`src/rtl/dcrl_pkg.sv`:
```
package dcrl_pkg;

  // ----------------------------------------------------------------
  // Frame and register map
  // ----------------------------------------------------------------
  localparam int          FRAME_W     = 32;
  localparam int          ADDR_W      = 5;
  localparam int          NUM_REGS    = 32;
  localparam logic [4:0]  REG_READSEL = 5'h0C;
  localparam logic [4:0]  REG_PRE_R1  = 5'h1B;
  localparam logic [4:0]  REG_R2_N1   = 5'h1C;
  localparam logic [4:0]  REG_CAL     = 5'h1D;
  localparam logic [4:0]  REG_FB2     = 5'h1E;
  localparam logic [4:0]  REG_RBCTL   = 5'h1F;
  localparam logic [31:5] REG_RESET   = 27'h0000000;

  // ----------------------------------------------------------------
  // Field positions
  // ----------------------------------------------------------------
  localparam int N_LSB     = 5;
  localparam int N_MSB     = 22;
  localparam int P_LSB     = 24;
  localparam int P_MSB     = 26;
  localparam int RBLVL_BIT = 21;
  localparam int RBSEL_LSB = 16;
  localparam int RBSEL_MSB = 20;
  localparam int LOCK_BIT  = 5;
  localparam int PRER_LSB  = 20;
  localparam int R1_LSB    = 6;
  localparam int R1_MSB    = 19;
  localparam int R2_LSB    = 20;
  localparam int R2_MSB    = 31;
  localparam int N1_LSB    = 6;
  localparam int N1_MSB    = 19;

  // ----------------------------------------------------------------
  // Divider limits and timing
  // ----------------------------------------------------------------
  localparam int          NUM_CHAN      = 6;
  localparam int          CHAN_W        = 11;
  localparam logic [10:0] CHAN_MIN      = 11'h002;
  localparam logic [10:0] CHAN_MAX      = 11'h415;
  localparam int          RATIO_W       = 40;
  localparam int          CLK_PERIOD_NS = 100;
  localparam int          CAL_TIME_NS   = 100000;
  localparam int          CAL_CYCLES    = (CAL_TIME_NS + CLK_PERIOD_NS - 1) / CLK_PERIOD_NS;
  localparam int          CAL_CNT_W     = 10;

  typedef enum logic [2:0] {
    DCRL_DUAL, DCRL_DUAL_ZD, DCRL_SINGLE, DCRL_SINGLE_ZD, DCRL_EXT, DCRL_EXT_ZD
  } dcrl_mode_t;

  function automatic logic dcrl_internal(input dcrl_mode_t m);
    return (m != DCRL_EXT) && (m != DCRL_EXT_ZD);
  endfunction : dcrl_internal

  function automatic logic dcrl_reserved(input logic [4:0] a);
    return (a == 5'h09) || ((a >= 5'h10) && (a <= 5'h17));
  endfunction : dcrl_reserved

  // Code 0 gives 8, code 1 duplicates 2
  function automatic logic [3:0] dcrl_prescale(input logic [2:0] c);
    return (c == 3'h0) ? 4'h8 : (c == 3'h1) ? 4'h2 : {1'b0, c};
  endfunction : dcrl_prescale

  function automatic logic [3:0] dcrl_prediv(input logic [1:0] c);
    return 4'(4'h1 << c);
  endfunction : dcrl_prediv

endpackage : dcrl_pkg

```
`src/rtl/dcrl_cfg_if.sv`:
```
`timescale 1ns/10ps
interface dcrl_cfg_if;
  import dcrl_pkg::*;
  dcrl_mode_t              mode;
  logic                    vco_divided;
  logic                    osc_out_divided;
  logic [3:0]              vco_post_div;
  logic [7:0]              osc_in_div;
  logic [NUM_CHAN*CHAN_W-1:0] chan_div;
  logic [2:0]              fb_sel;
  logic                    doubler;
  logic [1:0]              prediv_code;
  logic [13:0]             r1;
  logic [13:0]             n1;
  logic [11:0]             r2;
  logic [17:0]             ncal;
  logic [2:0]              p_code;
  logic [17:0]             n2;
  logic                    cal_active;

  modport cfg  (output mode, vco_divided, osc_out_divided, vco_post_div, osc_in_div, chan_div, fb_sel,
                doubler, prediv_code, r1, n1, r2, ncal, p_code, n2, cal_active);
  modport calc (input mode, vco_divided, osc_out_divided, vco_post_div, osc_in_div, chan_div, fb_sel,
                doubler, prediv_code, r1, n1, r2, ncal, p_code, n2, cal_active);
endinterface : dcrl_cfg_if

```
`src/rtl/dcrl_path_calc.sv`:
```
`timescale 1ns/10ps
module dcrl_path_calc (
  input  wire logic                     clock,
  input  wire logic                     rst,
  dcrl_cfg_if.calc                      cfg,
  output logic [dcrl_pkg::RATIO_W-1:0]  ref1_total_divide,
  output logic [dcrl_pkg::RATIO_W-1:0]  fb1_total_divide,
  output logic [11:0]                   ref2_divide,
  output logic                          ref2_doubled,
  output logic [dcrl_pkg::RATIO_W-1:0]  fb2_total_divide,
  output logic                          divide_setting_invalid
);
  import dcrl_pkg::*;

  function automatic logic [RATIO_W-1:0] mul3(input logic [RATIO_W-1:0] a, b, c);
    return RATIO_W'(a * b * c);
  endfunction : mul3

  // ----------------------------------------------------------------
  // Path selection
  // ----------------------------------------------------------------
  logic [CHAN_W-1:0]  chan_sel;
  logic [RATIO_W-1:0] vdiv;
  logic [RATIO_W-1:0] vdiv2;
  logic [RATIO_W-1:0] chan_x;
  logic [RATIO_W-1:0] ref1_nxt;
  logic [RATIO_W-1:0] fb1_nxt;
  logic [RATIO_W-1:0] fb2_nxt;
  logic               chan_bad;
  logic               invalid_nxt;

  assign chan_sel = cfg.chan_div[cfg.fb_sel*CHAN_W +: CHAN_W];
  assign vdiv     = cfg.vco_divided ? RATIO_W'(cfg.vco_post_div) : RATIO_W'(1);
  // External VCO modes always pass the post divider
  assign vdiv2    = dcrl_internal(cfg.mode) ? vdiv : RATIO_W'(cfg.vco_post_div);
  assign chan_x   = RATIO_W'(chan_sel);
  assign ref1_nxt = mul3(RATIO_W'(dcrl_prediv(cfg.prediv_code)), RATIO_W'(cfg.r1), RATIO_W'(1));
  // Dual zero delay closes loop one through a channel divider
  assign fb1_nxt  = (cfg.mode == DCRL_DUAL_ZD) ? mul3(vdiv, chan_x, RATIO_W'(cfg.n1)) :
                    mul3(cfg.osc_out_divided ? RATIO_W'(cfg.osc_in_div) : RATIO_W'(1),
                         RATIO_W'(cfg.n1), RATIO_W'(1));
  assign fb2_nxt  = (cfg.cal_active && dcrl_internal(cfg.mode)) ?
                    mul3(vdiv, RATIO_W'(dcrl_prescale(cfg.p_code)), RATIO_W'(cfg.ncal)) :
                    (cfg.mode == DCRL_SINGLE_ZD) ? mul3(vdiv, chan_x, RATIO_W'(cfg.n2)) :
                    mul3(vdiv2, RATIO_W'(dcrl_prescale(cfg.p_code)), RATIO_W'(cfg.n2));

  // Any channel outside the even and odd range flags the setting
  always_comb begin
    chan_bad = 1'b0;
    for (int i = 0; i < NUM_CHAN; i++) begin
      if (cfg.chan_div[i*CHAN_W +: CHAN_W] < CHAN_MIN || cfg.chan_div[i*CHAN_W +: CHAN_W] > CHAN_MAX) begin
        chan_bad = 1'b1;
      end
    end
  end

  assign invalid_nxt = chan_bad || (cfg.n2 == 18'h00000) || (cfg.r1 == 14'h0000) ||
                       (cfg.n1 == 14'h0000) || (cfg.r2 == 12'h000) ||
                       (dcrl_internal(cfg.mode) && cfg.ncal == 18'h00000);

  // ----------------------------------------------------------------
  // Registered results
  // ----------------------------------------------------------------
  always_ff @(posedge clock or posedge rst) begin
    if (rst) begin
      ref1_total_divide      <= '0;
      fb1_total_divide       <= '0;
      ref2_divide            <= '0;
      ref2_doubled           <= 1'b0;
      fb2_total_divide       <= '0;
      divide_setting_invalid <= 1'b0;
    end else begin
      ref1_total_divide      <= ref1_nxt;
      fb1_total_divide       <= fb1_nxt;
      ref2_divide            <= cfg.r2;
      ref2_doubled           <= cfg.doubler;
      fb2_total_divide       <= fb2_nxt;
      divide_setting_invalid <= invalid_nxt;
    end
  end

  a_prescale_zero: assert property (@(posedge clock) disable iff (rst)
    (cfg.p_code == 3'h0 && !cfg.cal_active && cfg.mode == DCRL_DUAL && !cfg.vco_divided)
    |=> fb2_total_divide == RATIO_W'($past(cfg.n2) * 8))
    else $error("prescaler code zero must divide by eight");

  a_cal_uses_ncal: assert property (@(posedge clock) disable iff (rst)
    (cfg.cal_active && dcrl_internal(cfg.mode) && !cfg.vco_divided && cfg.p_code == 3'h4)
    |=> fb2_total_divide == RATIO_W'($past(cfg.ncal) * 4))
    else $error("calibration feedback must use the calibration divider");

endmodule : dcrl_path_calc

```
`src/rtl/dcrl_top.sv`:
```
//------------------------------------------------------------------
//------------------------------------------------------------------
`timescale 1ns/10ps
module dcrl_top (
  input  wire logic                                           clock,
  input  wire logic                                           rst,
  input  wire logic                                           serial_clock_pin,
  input  wire logic                                           serial_data_pin,
  input  wire logic                                           serial_latch_enable_pin,
  output logic                                                readback_data_out,
  input  wire dcrl_pkg::dcrl_mode_t                           operating_mode,
  input  wire logic                                           vco_path_select,
  input  wire logic                                           osc_output_path_select,
  input  wire logic [3:0]                                     vco_post_divider,
  input  wire logic [7:0]                                     osc_input_divider,
  input  wire logic [dcrl_pkg::NUM_CHAN*dcrl_pkg::CHAN_W-1:0] output_channel_divider,
  input  wire logic [2:0]                                     zero_delay_feedback_select,
  input  wire logic                                           ref_doubler_enable,
  input  wire logic [1:0]                                     input_clock_select,
  output logic [dcrl_pkg::RATIO_W-1:0]                        ref1_total_divide,
  output logic [dcrl_pkg::RATIO_W-1:0]                        fb1_total_divide,
  output logic [11:0]                                         ref2_divide,
  output logic                                                ref2_doubled,
  output logic [dcrl_pkg::RATIO_W-1:0]                        fb2_total_divide,
  output logic                                                divide_setting_invalid,
  output logic                                                write_protect_lock,
  output logic                                                readback_strobe_level,
  output logic                                                cal_active,
  output logic                                                sync_event
);
  import dcrl_pkg::*;

  //------------------------------------------------------------------
  // Pin synchronisers
  //------------------------------------------------------------------
  logic       sclk_s1_r;
  logic       sclk_s2_r;
  logic       sclk_s3_r;
  logic       data_s1_r;
  logic       data_s2_r;
  logic       le_s1_r;
  logic       le_s2_r;
  logic       le_s3_r;
  logic       sclk_rise;
  logic       sclk_fall;
  logic       le_rise;

  // Two stages for data, three for clock and latch; edges are taken only from the second and third
  always_ff @(posedge clock or posedge rst) begin
    if (rst) begin
      {sclk_s1_r, sclk_s2_r, sclk_s3_r} <= 3'h0;
      {data_s1_r, data_s2_r}            <= 2'h0;
      {le_s1_r, le_s2_r, le_s3_r}       <= 3'h7; // Idle latch level, so release gives no false commit
    end else begin
      {sclk_s1_r, sclk_s2_r, sclk_s3_r} <= {serial_clock_pin, sclk_s1_r, sclk_s2_r};
      {data_s1_r, data_s2_r}            <= {serial_data_pin, data_s1_r};
      {le_s1_r, le_s2_r, le_s3_r}       <= {serial_latch_enable_pin, le_s1_r, le_s2_r};
    end
  end

  // Serial clock must stay well below a quarter of the core clock
  assign sclk_rise = sclk_s2_r && !sclk_s3_r;
  assign sclk_fall = !sclk_s2_r && sclk_s3_r;
  assign le_rise   = le_s2_r && !le_s3_r;

  //------------------------------------------------------------------
  // Frame capture
  //------------------------------------------------------------------
  logic [FRAME_W-1:0] shift_r;
  logic [FRAME_W-1:0] shift_nxt;

  // Bits enter MSB first while the latch line is low
  assign shift_nxt = (sclk_rise && !le_s2_r) ? {shift_r[FRAME_W-2:0], data_s2_r} : shift_r;

  always_ff @(posedge clock or posedge rst) begin
    if (rst) begin
      shift_r <= '0;
    end else begin
      shift_r <= shift_nxt;
    end
  end

  //------------------------------------------------------------------
  // Register array and write protection
  //------------------------------------------------------------------
  logic [31:5]       regs_r [0:NUM_REGS-1];
  logic [ADDR_W-1:0] wr_addr;
  logic [31:5]       wr_data;
  logic              lock_r;
  logic              write_ok;
  logic              do_write;

  assign wr_addr  = shift_r[ADDR_W-1:0];
  assign wr_data  = shift_r[31:5];
  assign lock_r   = regs_r[REG_RBCTL][LOCK_BIT];
  // Register 31 bypasses the lock so software can always unlock
  assign write_ok = (!lock_r || wr_addr == REG_RBCTL) && !dcrl_reserved(wr_addr);
  assign do_write = le_rise && write_ok;

  // Refused frames leave the register array untouched and flag nothing
  always_ff @(posedge clock or posedge rst) begin
    if (rst) begin
      for (int i = 0; i < NUM_REGS; i++) begin
        regs_r[i] <= REG_RESET;
      end
    end else if (do_write) begin
      regs_r[wr_addr] <= wr_data;
    end
  end

  //------------------------------------------------------------------
  // Calibration run and sync event
  //------------------------------------------------------------------
  logic [CAL_CNT_W-1:0] cal_cnt_r;
  logic [CAL_CNT_W-1:0] cal_cnt_nxt;
  logic                 cal_start;
  logic                 sync_nxt;

  // A new write to register 30 restarts a run already in progress
  assign cal_start   = do_write && wr_addr == REG_FB2 && dcrl_internal(operating_mode);
  assign cal_cnt_nxt = cal_start ? CAL_CNT_W'(CAL_CYCLES) :
                       (cal_cnt_r != '0) ? CAL_CNT_W'(cal_cnt_r - 1'b1) : cal_cnt_r;
  assign sync_nxt    = cal_start;

  always_ff @(posedge clock or posedge rst) begin
    if (rst) begin
      cal_cnt_r  <= '0;
      sync_event <= 1'b0;
    end else begin
      cal_cnt_r  <= cal_cnt_nxt;
      sync_event <= sync_nxt;
    end
  end

  assign cal_active = (cal_cnt_r != '0);

  //------------------------------------------------------------------
  // Readback
  //------------------------------------------------------------------
  logic [ADDR_W-1:0]  rb_sel;
  logic [31:5]        rb_payload;
  logic [FRAME_W-1:0] rb_base;
  logic [FRAME_W-1:0] rb_word;
  logic [FRAME_W-1:0] rb_shift_r;
  logic [FRAME_W-1:0] rb_shift_nxt;
  logic               rb_step;

  assign rb_sel       = regs_r[REG_RBCTL][RBSEL_MSB:RBSEL_LSB];
  assign rb_payload   = regs_r[rb_sel];
  // Reserved codes name no register and return zero
  assign rb_base      = dcrl_reserved(rb_sel) ? '0 : {rb_payload, rb_sel};
  // Register 12 returns its word with the select code placed in bits 20 to 16
  assign rb_word      = (rb_sel == REG_READSEL) ?
                        {rb_base[31:21], rb_sel, rb_base[15:0]} : rb_base;
  assign readback_strobe_level = regs_r[REG_RBCTL][RBLVL_BIT];
  // Shifting is gated only by the strobe level, never by the lock
  assign rb_step      = sclk_fall && (le_s2_r == readback_strobe_level) && !le_rise;
  assign rb_shift_nxt = le_rise ? rb_word :
                        rb_step ? {rb_shift_r[FRAME_W-2:0], 1'b0} : rb_shift_r;

  always_ff @(posedge clock or posedge rst) begin
    if (rst) begin
      rb_shift_r <= '0;
    end else begin
      rb_shift_r <= rb_shift_nxt;
    end
  end

  assign readback_data_out  = rb_shift_r[FRAME_W-1];
  assign write_protect_lock = lock_r;

  //------------------------------------------------------------------
  // Divider path calculation
  //------------------------------------------------------------------
  dcrl_cfg_if cfg_bus ();

  assign cfg_bus.mode            = operating_mode;
  assign cfg_bus.vco_divided     = vco_path_select;
  assign cfg_bus.osc_out_divided = osc_output_path_select;
  assign cfg_bus.vco_post_div    = vco_post_divider;
  assign cfg_bus.osc_in_div      = osc_input_divider;
  assign cfg_bus.chan_div        = output_channel_divider;
  assign cfg_bus.fb_sel          = zero_delay_feedback_select;
  assign cfg_bus.doubler         = ref_doubler_enable;
  assign cfg_bus.prediv_code     = regs_r[REG_PRE_R1][PRER_LSB + 2*input_clock_select +: 2];
  assign cfg_bus.r1              = regs_r[REG_PRE_R1][R1_MSB:R1_LSB];
  assign cfg_bus.n1              = regs_r[REG_R2_N1][N1_MSB:N1_LSB];
  assign cfg_bus.r2              = regs_r[REG_R2_N1][R2_MSB:R2_LSB];
  assign cfg_bus.ncal            = regs_r[REG_CAL][N_MSB:N_LSB];
  assign cfg_bus.p_code          = regs_r[REG_FB2][P_MSB:P_LSB];
  assign cfg_bus.n2              = regs_r[REG_FB2][N_MSB:N_LSB];
  assign cfg_bus.cal_active      = cal_active;

  dcrl_path_calc u_calc (
    .clock                  (clock),
    .rst                    (rst),
    .cfg                    (cfg_bus),
    .ref1_total_divide      (ref1_total_divide),
    .fb1_total_divide       (fb1_total_divide),
    .ref2_divide            (ref2_divide),
    .ref2_doubled           (ref2_doubled),
    .fb2_total_divide       (fb2_total_divide),
    .divide_setting_invalid (divide_setting_invalid)
  );

  //------------------------------------------------------------------
  // Checks
  //------------------------------------------------------------------
  a_lock_blocks_write: assert property (@(posedge clock) disable iff (rst)
    (le_rise && lock_r && wr_addr == REG_FB2) |=> $stable(regs_r[REG_FB2]))
    else $error("locked register 30 changed");

  a_unlocked_write: assert property (@(posedge clock) disable iff (rst)
    (le_rise && !lock_r && wr_addr == REG_FB2) |=> regs_r[REG_FB2] == $past(wr_data))
    else $error("unlocked write to register 30 lost");

  a_unlock_path: assert property (@(posedge clock) disable iff (rst)
    (le_rise && wr_addr == REG_RBCTL) |=> lock_r == $past(shift_r[LOCK_BIT]))
    else $error("register 31 write not taken");

  a_lock_sticks: assert property (@(posedge clock) disable iff (rst)
    (lock_r && !(le_rise && wr_addr == REG_RBCTL)) |=> lock_r)
    else $error("lock cleared without register 31 write");

  a_cal_sync: assert property (@(posedge clock) disable iff (rst)
    cal_start |=> (sync_event && cal_active) ##1 !sync_event)
    else $error("calibration start must give one sync pulse");

  a_cal_ext_quiet: assert property (@(posedge clock) disable iff (rst)
    (le_rise && !dcrl_internal(operating_mode)) |=> !sync_event)
    else $error("sync raised in external VCO mode");

  a_rb_select_12: assert property (@(posedge clock) disable iff (rst)
    (le_rise && rb_sel == REG_READSEL) |=> rb_shift_r[20:16] == $past(rb_sel))
    else $error("register 12 readback lacks select value");

  a_rb_hold_level: assert property (@(posedge clock) disable iff (rst)
    (sclk_fall && !le_rise && le_s2_r != readback_strobe_level) |=> $stable(rb_shift_r))
    else $error("readback shifted at wrong strobe level");

  a_rb_shift_locked: assert property (@(posedge clock) disable iff (rst)
    rb_step |=> rb_shift_r == {$past(rb_shift_r[FRAME_W-2:0]), 1'b0})
    else $error("readback failed to shift");

endmodule : dcrl_top

```
`config.mk`:
```
export PLATFORM = sky130hd
export DESIGN_NAME = dcrl_top
export DESIGN_NICKNAME = d
export VERILOG_FILES = /design/src/rtl/dcrl_pkg.sv /design/src/rtl/dcrl_cfg_if.sv /design/src/rtl/dcrl_path_calc.sv /design/src/rtl/dcrl_top.sv
export SDC_FILE = /design/constraint.sdc
export NUM_CORES = 2
export LEC_CHECK = 0
export BUFFER_PORTS_ARGS = -buffer_cell sky130_fd_sc_hd__buf_4
export CAP_MARGIN = 10
export CELL_PAD_IN_SITES_DETAIL_PLACEMENT = 2
export CELL_PAD_IN_SITES_GLOBAL_PLACEMENT = 2
export CORE_MARGIN = 3
export CORE_UTILIZATION = 39
export CTS_CLUSTER_SIZE = 25
export DETAILED_ROUTE_END_ITERATION = 12
export GPL_ROUTABILITY_DRIVEN = 0
export HOLD_SLACK_MARGIN = 0.03
export PLACE_DENSITY = 0.86
export SLEW_MARGIN = 20
export SYNTH_ARGS = -nofsm -noshare
export SYNTH_HDL_FRONTEND = slang
export SYNTH_HIERARCHICAL = 1
export SYNTH_SLANG_ARGS = --single-unit
```
`constraint.sdc`:
```
create_clock -name clock -period 22.3 [get_ports clock]
set_input_delay 1.115 -clock clock [delete_from_list [all_inputs] [get_ports clock]]
set_output_delay 1.115 -clock clock [all_outputs]
set_load 0.03 [all_outputs]
```
==> metrics <==
Setup TNS 0 ns; Final period util 0.4953; Die ar. 0.1821 sq mm; fmax 90.53 MHz; Clock Latency Late Sink 0.77 ns; initial core utilization 0.3945; DRC Markers 0; cts hold-fix bufs 0; Setup crit end kind register; Hold Startpoint le_s1_r$_DFF_PP1_; cell mode on critical path fa_1; CP required 22.91 ns; Reg power frac 0.429; Core Region 0.1750 sq mm; clk sink count 835; final wirelength 276,900 um; Highest Signal Layer met5; Hold WC Path Type reg -> reg; WL met1 100,400 um; R2R depth 27; Switching Fraction 0.2992; pwr/cell area 49.78 mW/mm^2; Final Setup Violations 0; Setup Fix Bufs, Post-CTS 0; Syn Area/Cell 11.08 sq um; Vias 51,230; initial drt markers 3,424; leakage power 0.03744 uW; setup clock skew after layout 0.05827 ns; Area growth syn-to-layout 10.24%; most frequent cells in the layout 824 x dfrtp_1, 725 x inv_1, 675 x fa_1; GRT overflow 0; Post-synth EDFFs 0; Final Max Tran Viols 0; first-pass iteration count of the detailed router 7; number of clock buffers inserted by TritonCTS 95; Rows 153; FF+latch count, synth 835; Sw Pwr 1133 uW; met2 wire len 141,900 um; Clock transition at path regs 0.07 ns; Int Power 2654 uW; synthesized cell area 0.06902 sq mm; H-tree Lvls 3; Worst Hold End le_s2_r$_DFF_PP1_; Final ANT Viol Nets 0; post-synthesis sequential area ratio 0.3028; status complete, no violations; reg2reg end u_calc/fb2_total_divide[22]$_DFF_PP0_; Peak VDD IR 81.09 uV; r2r startpoint cfg_bus.p_code[2]$_DFFE_PP0P_; Fin. Hold Viols 0; wire length on met3 15,060 um; initial antenna violation count 4; Comb pwr share 0.112; clock buffer depth 3; Post-synth top flop dfrtp_1; synth unique cells 92; root buf cell clkbuf_16; RSZ-0062 raised after global routing no; Yosys Warn Count 6; slowest stage delay, CP 0.59 ns; Tot GR Track Use 0.3050; clock share of power 0.459; worst-margin pin slew 1.251 ns; CTS resizes 0; WHS Path Cells 0; ys async rst share 1.000; Crit Path Category in -> reg; number of global-route vias before repair 61,390; Worst R2R Setup Slack 12.99 ns; maximum fanout along the worst path 32; DR vias/cell 5.928; total of max-cap violations 0; layout cells sized above 1 0.2225; Top-Level Pins 233; CTS tree built; crit path time final 11.05 ns; Critical Path Source Type input port; WP data arrival 11.65 ns; Syn Inst Count 6,232; hpwl dp 181,900 um; fin nets 7,409; chip width 426.7 um; Relative slew margins 0.1641; Worst path slowest cell fa_1; die height 426.7 um; global-route wire length before repair 414,100 um; largest net degree at the start of global routing 173; input/output buffers 198; total chip power 3788 uW; WL per Instance 32.05 um; commonest non-fill, non-tap cell in the layout dfrtp_1
-- synth_stat cells, types with 20 or more instances --
cell      number  share of area
dfrtp_1      832           0.30
inv_1        727          0.040
fa_1         675           0.20
nand2_1      660          0.036
mux2_2       658           0.11
ha_1         406          0.074
and2_1       333          0.030
clkbuf_1     322          0.018
mux4_2       182          0.059
nor2_1       170         0.0092
a21oi_1      130         0.0094
mux2i_1       96          0.014
o21ai_0       87         0.0063
nor2b_1       74         0.0067
xnor2_1       67         0.0085
and3_1        65         0.0059
nand3_1       63         0.0046
xor2_1        63         0.0080
a21o_1        58         0.0063
buf_4         50         0.0054
buf_2         49         0.0036
nor3_1        42         0.0030
nand2b_1      37         0.0034
o221ai_1      29         0.0037
a22oi_1       24         0.0026
nor4_1        22         0.0020
a31oi_1       21         0.0019
o21bai_1      21         0.0023
o21a_1        20         0.0022
-- critical path, delay by kind of cell --
family          cells  cell delay [ns]
compound gates     10             2.51
buf+inv             7             1.06
mux                 1             0.58
simple gates        7             1.44
fa+ha+maj          10             4.74
xor+xnor            1             0.15
-- layout make-up --
| class | count | area [sq um] |
|---|---|---|
| clock inverter | 43 | 566.8 |
| timing repair buffer | 309 | 2376 |
| sequential | 835 | 20920 |
| inverter | 727 | 2741 |
| multi-input combinational | 4266 | 43790 |
| fill | 17730 | 98880 |
| clock buffer | 134 | 2776 |
| tap | 2325 | 2909 |
| antenna | 3 | 7.507 |
-- flip-flops by register name, indices dropped and copies added, names as in the netlist, 3 cells and up --
name,flops
shift_r,32
u_calc/ref1_total_divide,18
cfg_bus.r1,14
u_calc/fb1_total_divide,32
regs_r,566
u_calc/fb2_total_divide,36
cal_cnt_r,10
rb_sel,5
cfg_bus.n1,14
cfg_bus.ncal,18
u_calc/ref2_divide,12
cfg_bus.p_code,3
cfg_bus.n2,18
cfg_bus.r2,12
rb_shift_r,32
-- cells by family (layout without fill, tap and decap cells) --
family                   after synthesis  in the layout  synth area share
AO/OA/AOI/OAI                        527            527           0.05230
XOR/XNOR                             130            130           0.01650
adder cells (fa/ha/maj)             1081           1081            0.2694
buffers and inverters               1164           1213           0.06745
flip-flops                           835            835            0.3028
multiplexers                         937            937            0.1808
other                                  1             37        0.00005433
AND/OR/NAND/NOR                     1557           1557            0.1107
-- through the flow --
| stage | area, sq um | hold WS [ns] | setup slack (ns) | cells | utilization |
|---|---|---|---|---|---|
| final | 76090 | 0.3635 | 11.25 | 8642 | 0.4349 |
| after global routing | 76080 | 0.3698 | 10.86 | 8639 | 0.4348 |
| after CTS | 76040 | 0.3655 | 11.31 | 8638 | 0.4346 |
| after detailed placement | 72690 | 0.3491 | 10.62 | 8461 | 0.4155 |
| after global placement | 72680 | 0.3466 | 10.99 | 8460 | 0.4154 |
| after floorplan | 69140 | 0.3312 | 0.5674 | 6265 | - |
-- power groups by stage --
| stage | sequential [uW] | clock (uW) | combinational [uW] |
|---|---|---|---|
| finish | 1620 | 1740 | 425 |
| global route | 1630 | 1820 | 448 |
| CTS | 1620 | 1770 | 420 |
| detailed placement | 1640 | 0 | 408 |
| global placement | 1630 | 0 | 385 |
| floorplan | 1610 | 0 | 256 |
-- how the worst max path moves through the flow --
stage / from / endpoint / slack (ns) / cells after the start
after global routing: zero_delay_feedback_select[0] / u_calc/fb2_total_divide[35]$_DFF_PP0_ / 10.86 / 36
final: zero_delay_feedback_select[0] / u_calc/fb2_total_divide[35]$_DFF_PP0_ / 11.25 / 36
after global placement: zero_delay_feedback_select[0] / u_calc/fb2_total_divide[33]$_DFF_PP0_ / 10.99 / 35
after floorplan: rst / cal_cnt_r[0]$_DFFE_PP0P_ / 0.57 / 1
after detailed placement: zero_delay_feedback_select[0] / u_calc/fb2_total_divide[35]$_DFF_PP0_ / 10.62 / 36
after CTS: zero_delay_feedback_select[0] / u_calc/fb2_total_divide[35]$_DFF_PP0_ / 11.31 / 36
-- metal layers --
layer / GRT usage / vias up
met2: 0.5354 / 2118
met4: 0.1936 / 2
met5: 0 / -
met1: 0.3421 / 27550
li1: - / 20590
met3: 0.05296 / 974
(Power assumes the default switching activity.)
